File: config.mk
export PLATFORM = sky130hd
export DESIGN_NAME = rpfm_top
export DESIGN_NICKNAME = d
export VERILOG_FILES = /design/src/shared/rpfm_pkg.sv /design/src/design/rpfm_top.sv /design/src/design/rpfm_pin_cell.sv
export VERILOG_INCLUDE_DIRS = /design/src /design/src/shared
export SDC_FILE = /design/constraint.sdc
export NUM_CORES = 1
export LEC_CHECK = 0
export CORE_ASPECT_RATIO = 0.75
export CORE_UTILIZATION = 40
export DETAILED_ROUTE_END_ITERATION = 8
export DONT_BUFFER_PORTS = 1
export MAX_ROUTING_LAYER = met4
export PLACE_DENSITY = 0.64
export SYNTH_ARGS = -nofsm -noshare
export SYNTH_HDL_FRONTEND = slang
export SYNTH_SLANG_ARGS = --single-unit
File: constraint.sdc
create_clock -name core_clk -period 2.9 [get_ports core_clk]
set_input_delay 0.435 -clock core_clk [delete_from_list [all_inputs] [get_ports core_clk]]
set_output_delay 0.435 -clock core_clk [all_outputs]
set_load 0.02 [all_outputs]
File: src/shared/rpfm_consts.svh
`ifndef RPFM_CONSTS_SVH
`define RPFM_CONSTS_SVH

// Number of port-0 pins handled by the mux.
`define RPFM_NPINS 6
// Pin positions within port 0.
`define RPFM_PIN_TCK 0
`define RPFM_PIN_TDI 1
`define RPFM_PIN_TMS 2
`define RPFM_PIN_TDO 3
`define RPFM_PIN_SSEL 4
`define RPFM_PIN_SCLK 5
// Width of the sync clock divider select field.
`define RPFM_DIV_W 4
// Reset value of the sync clock divider select (divide by 2).
`define RPFM_DIV_RST 4'h0
// Reset value of the debug-port enable bit in the system control register.
`define RPFM_DBG_EN_RST 1'b1
// Reset value of the port-0 alternate function enables.
`define RPFM_ALT_RST 6'h00

`endif

File: src/shared/rpfm_pkg.sv
package rpfm_pkg;
  typedef enum logic [3:0] {
    RPFM_TAP_RESET,
    RPFM_TAP_IDLE,
    RPFM_TAP_SEL_DR,
    RPFM_TAP_CAP_DR,
    RPFM_TAP_SHIFT_DR,
    RPFM_TAP_EXIT1_DR,
    RPFM_TAP_PAUSE_DR,
    RPFM_TAP_EXIT2_DR,
    RPFM_TAP_UPD_DR,
    RPFM_TAP_SEL_IR,
    RPFM_TAP_CAP_IR,
    RPFM_TAP_SHIFT_IR,
    RPFM_TAP_EXIT1_IR,
    RPFM_TAP_PAUSE_IR,
    RPFM_TAP_EXIT2_IR,
    RPFM_TAP_UPD_IR
  } rpfm_tap_state_t;
endpackage

File: src/design/rpfm_top.sv
`timescale 1ns/1ps
`include "rpfm_consts.svh"
// Notes on behaviour
// - Core held in reset while reset line low; fetch resumes at reset vector after release.
// - Internal reset sources drive the shared reset line low.
// - Sync clock output is system clock divided by a software-selected ratio.
// - After reset all six pins are pulled-up inputs with interrupts.
// - Alternate function on pins 0..3 routes TCK, TDI, TMS, TDO.
// - Debug-port enable bit in system control; clearing it disables JTAG.
// - Test data out driver enabled only in Shift-IR or Shift-DR.
// - Test mode select forced high when JTAG is disabled.
// - Pin 4 is GPIO with interrupt or SPI chip select.
// - Pin 5 is GPIO with interrupt or SPI serial clock.
module rpfm_top #(
  parameter int NPINS = `RPFM_NPINS,
  parameter int DIV_W = `RPFM_DIV_W
) (
  input wire logic core_clk,
  input wire logic resetn,
  input wire logic rst_pin_in,
  output logic rst_pin_out,
  output logic rst_pin_oe,
  output logic rst_pin_pullup,
  input wire logic int_reset_req,
  output logic core_reset,
  output logic core_fetch_vector,
  input wire logic [DIV_W-1:0] amp_sync_div_sel,
  output logic amp_sync_clock_out,
  input wire logic system_control_register_dbg_en,
  input wire logic [NPINS-1:0] port0_alt_en,
  input wire logic [NPINS-1:0] port0_gpio_out,
  input wire logic [NPINS-1:0] port0_gpio_dir,
  output logic [NPINS-1:0] port0_gpio_in,
  output logic [NPINS-1:0] port_pin_interrupt_input,
  input wire logic [NPINS-1:0] port0_pin_in,
  output logic [NPINS-1:0] port0_pin_out,
  output logic [NPINS-1:0] port0_pin_oe,
  output logic [NPINS-1:0] port0_pin_pullup,
  output logic jtag_tck,
  output logic jtag_tdi,
  output logic jtag_tms,
  input wire logic jtag_tdo,
  input wire logic [3:0] jtag_tap_state,
  output logic spi_ssel_in,
  input wire logic spi_ssel_out,
  input wire logic spi_ssel_oe,
  output logic spi_sclk_in,
  input wire logic spi_sclk_out,
  input wire logic spi_sclk_oe
);
  import rpfm_pkg::*;

  // ****************************************************************
  // Reset pin
  // ****************************************************************
  logic core_reset_q;
  logic fetch_q;

  assign rst_pin_out = 1'b0;
  assign rst_pin_oe = int_reset_req | ~resetn;
  assign rst_pin_pullup = 1'b1;

  always_ff @(posedge core_clk) begin
    if (!resetn) begin
      core_reset_q <= 1'b1;
    end else begin
      core_reset_q <= ~rst_pin_in | int_reset_req;
    end
  end

  // The vector strobe marks the first cycle out of reset.
  always_ff @(posedge core_clk) begin
    if (!resetn) begin
      fetch_q <= 1'b0;
    end else begin
      fetch_q <= core_reset_q & rst_pin_in & ~int_reset_req;
    end
  end

  assign core_reset = core_reset_q;
  assign core_fetch_vector = fetch_q;

  // ****************************************************************
  // Amplifier sync clock
  // ****************************************************************
  logic [15:0] div_cnt_q;
  logic [15:0] div_half;
  logic sync_q;

  // Select n gives a ratio of 2^(n+1); the half period is 2^n cycles.
  assign div_half = 16'h0001 << amp_sync_div_sel;

  always_ff @(posedge core_clk) begin
    if (!resetn) begin
      div_cnt_q <= 16'h0000;
      sync_q <= 1'b0;
    end else if (div_cnt_q + 16'h0001 >= div_half) begin
      div_cnt_q <= 16'h0000;
      sync_q <= ~sync_q;
    end else begin
      div_cnt_q <= div_cnt_q + 16'h0001;
    end
  end

  assign amp_sync_clock_out = sync_q;

  // ****************************************************************
  // Alternate function selection
  // ****************************************************************
  logic [NPINS-1:0] alt_sel;
  logic [NPINS-1:0] alt_out;
  logic [NPINS-1:0] alt_oe;
  logic jtag_on;
  logic tdo_drive;

  assign jtag_on = system_control_register_dbg_en;

  always_comb begin
    alt_sel = port0_alt_en;
    if (!jtag_on) begin
      alt_sel[3:0] = 4'h0;
    end
  end

  assign tdo_drive = (jtag_tap_state == 4'(RPFM_TAP_SHIFT_IR))
                   | (jtag_tap_state == 4'(RPFM_TAP_SHIFT_DR));

  always_comb begin
    alt_out = '0;
    alt_oe = '0;
    alt_out[`RPFM_PIN_TDO] = jtag_tdo;
    alt_oe[`RPFM_PIN_TDO] = tdo_drive;
    alt_out[`RPFM_PIN_SSEL] = spi_ssel_out;
    alt_oe[`RPFM_PIN_SSEL] = spi_ssel_oe;
    alt_out[`RPFM_PIN_SCLK] = spi_sclk_out;
    alt_oe[`RPFM_PIN_SCLK] = spi_sclk_oe;
  end

  // ****************************************************************
  // Pad cells
  // ****************************************************************
  genvar gi;
  generate
    for (gi = 0; gi < NPINS; gi++) begin : g_pin
      rpfm_pin_cell u_cell (
        .alt_sel(alt_sel[gi]),
        .gpio_out(port0_gpio_out[gi]),
        .gpio_dir(port0_gpio_dir[gi]),
        .alt_out(alt_out[gi]),
        .alt_oe(alt_oe[gi]),
        .pad_in(port0_pin_in[gi]),
        .pad_out(port0_pin_out[gi]),
        .pad_oe(port0_pin_oe[gi]),
        .pad_pullup(port0_pin_pullup[gi]),
        .gpio_in(port0_gpio_in[gi]),
        .irq_in(port_pin_interrupt_input[gi])
      );
    end
  endgenerate

  // ****************************************************************
  // Inputs to the test and SPI units
  // ****************************************************************
  // JTAG inputs routed
  assign jtag_tck = alt_sel[`RPFM_PIN_TCK] & port0_pin_in[`RPFM_PIN_TCK];
  assign jtag_tdi = alt_sel[`RPFM_PIN_TDI] ? port0_pin_in[`RPFM_PIN_TDI] : 1'b1;
  assign jtag_tms = alt_sel[`RPFM_PIN_TMS] ? port0_pin_in[`RPFM_PIN_TMS] : 1'b1;
  assign spi_ssel_in = alt_sel[`RPFM_PIN_SSEL] ? port0_pin_in[`RPFM_PIN_SSEL] : 1'b1;
  assign spi_sclk_in = alt_sel[`RPFM_PIN_SCLK] & port0_pin_in[`RPFM_PIN_SCLK];
endmodule

File: src/design/rpfm_pin_cell.sv
`timescale 1ns/1ps
// One port-0 pad: GPIO path, or alternate function path when selected.
module rpfm_pin_cell (
  input wire logic alt_sel,
  input wire logic gpio_out,
  input wire logic gpio_dir,
  input wire logic alt_out,
  input wire logic alt_oe,
  input wire logic pad_in,
  output logic pad_out,
  output logic pad_oe,
  output logic pad_pullup,
  output logic gpio_in,
  output logic irq_in
);
  assign pad_out = alt_sel ? alt_out : gpio_out;
  assign pad_oe = alt_sel ? alt_oe : gpio_dir;
  assign pad_pullup = ~alt_sel & ~gpio_dir;
  assign gpio_in = alt_sel ? 1'b1 : pad_in;
  assign irq_in = alt_sel ? 1'b0 : pad_in;
endmodule

==> results.toml <==
[clock_network]
clkSlewWorstSetupHoldPaths_ns = 0.07
ctsResizeCount = 0
post_cts_buffers = 0
clock_latency_ns = 0.26
ctsHoldBuffers = 0
clock-sinks = 19
cts_tree = "done"
cts_htree_levels = 1
numCtsBuffers = 3
clock-root-buffer = "clkbuf_8"
cts_buffer_depth = 2

[logic_synthesis]
yosysSeqAreaShare_pct = 21.4
yosys_warnings = 0
synth-simple-area-share_pct = 33.4
syn_nets = 273
syn_area_per_cell_sq_um = 8.29
synth_cell_types = 37
syn_area_sq_um = 1770
synth_top_family_by_area = "simple AND/OR/NAND/NOR gates"
muxShareOfSynthArea_pct = 3.74
syn-instance-count = 214
ys_ff_latch = 19
synth_compound_area_share_pct = 7.05
synth_adder_area_share_pct = 12.0
synthXorXnorAreaFrac_pct = 6.91

[worst_setup_path]
reg2regPathDepth = 11
path_buf_inv = 1
crit_arrival_ns = 2.97
max_stage_delay_ns = 0.38
cp_max_fo = 16
reg2reg_to = "div_cnt_q[7]"
critical_path_class = "reg -> reg"
path_cells = "and3_1, and4_4, nand2_1, xnor2_2, ha_1, and2_1, a221oi_2, o221ai_2, a211o_2, buf_12, nor2b_1"
critPathLaunchType = "register"
crit_path_top_delay_cell = "dfxtp_1"
reg2reg_setup_slack_ns = 0.12
critPathRequiredTime_ns = 3.09
cp_top_family = "compound AO/OA/AOI/OAI gates"
r2r_start = "div_cnt_q[2]"
worstSetupEndpointType = "register"

[global_routing]
grt_pass1_vias = 1080
grt_overflow = 0
grt_use_met3_pct = 3.36
grt_pass1_wl_mm = 4.75
grt_use_met2_pct = 19.9
grt.total_usage_pct = 13.6
antenna_found_initial = 0
grt_start_max_net_pins = 17
gr-usage-met1_pct = 19.0
grt.busiest_layer = "met2"

[drt]
postRouteWirelength_mm = 3.13
detail-route-antenna-nets = 0
viasPerCell = 5.31
drt_iter0_drc = 38
num_vias = 1279
wl_per_cell_um = 13.0
route.detailed.drc = 0
drtPass1Iterations = 4

[placement]
place_hpwl_mm = 2.58
dp.cells = 237
finalWeightedCongestion = 0.817
io_buffers = 0
preCtsSetupSlack_ns = 0.0967

[cells_and_area]
drive_gt1_share_pct = 19.4
area_delta_synth_final_pct = -4.16
num-fill-cells = 420
stdcell_count = 241
diodes = 0
final_cell_mix = "19 x nand2_1, 18 x dfxtp_1, 17 x ha_1"
final_common_cell = "nand2_1"
nNetsFinal = 246

[floorplan]
die_h_um = 59.7
num_rows = 20
io_pins = 83
start_util_pct = 42.7
coreArea_sq_um = 4150
die_area_sq_um = 4710
dieWidth_um = 78.9

[worst_hold_path]
whs_endpoint = "core_reset"
hp-class = "in -> reg"
hold_path.startpoint = "rst_pin_in"
whs_path_depth = 1

[timing]
relSlewSlack_pct = 65.6
max_freq_mhz = 360
worst_pin_slew_ns = 0.515
hold_viol = 0
final-setup-viol-count = 0
period_needed_ns = 2.78
skew_ns = 0.00804
fin_ws_ns = 0.119
maxSlewViolCount = 0
post-route-period-util_pct = 95.9

[flow_run]
maxCapViolations = 0

[run_status]
status = "completed"

[power_and_ir_drop]
p_leak_nw = 0.672
vdd_drop_max_mv = 0.228
power_density_nw_per_um2 = 414
-- metal layers --
layer | share of wire [%] | wire length [um]
met1 | 51 | 1590
met2 | 43 | 1330
met3 | 5.8 | 181
met4 | 0.67 | 21
met5 | 0 | 0
-- area by class of cell --
| cell class | count | area [sq um] | area share, % |
|---|---|---|---|
| inverters | 2 | 7.51 | 0.442 |
| clock buffers | 4 | 45.0 | 2.65 |
| well taps | 55 | 68.8 | 4.05 |
| flip-flops and latches | 19 | 382 | 22.4 |
| multi-input cells | 158 | 1160 | 68.4 |
| repair buffers | 3 | 35.0 | 2.06 |
-- power breakdown --
| part | leakage, nW | switching [mW] | internal, mW |
|---|---|---|---|
| combinational | 0.495 | 0.136 | 0.0881 |
| clock | 0.0228 | 0.0879 | 0.0977 |
| sequential | 0.154 | 0.0186 | 0.276 |
| total | 0.672 | 0.243 | 0.461 |
-- metrics by stage --
step | setup TNS (ns) | utilization, % | power, mW | hold slack (ns) | area (sq um)
final | 0 | 40.9 | 0.704 | 0.239 | 1700
after CTS | 0 | 40.1 | 0.705 | 0.238 | 1660
after detailed placement | 0 | 39.0 | 0.518 | 0.509 | 1620
after floorplan | 0 | - | 0.514 | 0.452 | 1770
after global routing | -0.289 | 40.9 | 0.756 | 0.230 | 1700
after global placement | 0 | 39.0 | 0.516 | 0.506 | 1620
-- synthesized netlist by cell type --
cell	n	area, sq um
buf_4	32	240
dfxtp_1	19	380
nand2_1	19	71.3
ha_1	17	213
nor2b_1	13	81.3
and2_1	12	75.1
nand3_1	12	60.1
xnor2_1	12	105
a21oi_1	8	40.0
nor2b_2	8	70.1
nand2b_1	7	43.8
nor2_1	7	26.3
mux2_2	5	56.3
nand4_1	5	31.3
and3_1	4	25.0
and4_1	4	35.0
or2_2	4	25.0
nor3_1	3	15.0
clkbuf_1	2	7.51
conb_1	2	7.51
inv_1	2	7.51
xor2_1	2	17.5
a2111oi_2	1	15.0
a211o_2	1	10.0
a211oi_1	1	7.51
a21o_1	1	7.51
a221oi_2	1	15.0
and4b_1	1	10.0
buf_6	1	11.3
mux2i_1	1	10.0
nor4_1	1	6.26
nor4b_1	1	8.76
o2111ai_1	1	8.76
o21ai_0	1	5.00
o221ai_1	1	8.76
o31ai_1	1	7.51
or3b_1	1	8.76
-- registers in the layout (all words and copies together) (netlist names) --
register and flops:
div_cnt_q 16, amp_sync_clock_out 1, core_fetch_vector 1, core_reset 1
-- how the worst max path moves through the flow --
stage	startpoint	to	slack, ns	depth (start not counted)
after global routing	div_cnt_q[2]	div_cnt_q[5]	-0.04	11
after floorplan	div_cnt_q[0]	div_cnt_q[0]	0.22	12
after global placement	div_cnt_q[7]	div_cnt_q[8]	0.11	11
after detailed placement	div_cnt_q[7]	div_cnt_q[9]	0.1	11
after CTS	div_cnt_q[7]	div_cnt_q[7]	0.08	11
final	div_cnt_q[2]	div_cnt_q[7]	0.12	11
-- cells by family after synthesis --
group           Yosys count
flops                    19
xor+xnor                 14
other cells               2
mux                       6
compound gates           17
buf+inv                  37
simple gates            102
fa+ha+maj                17
(Power assumes the default switching activity.)
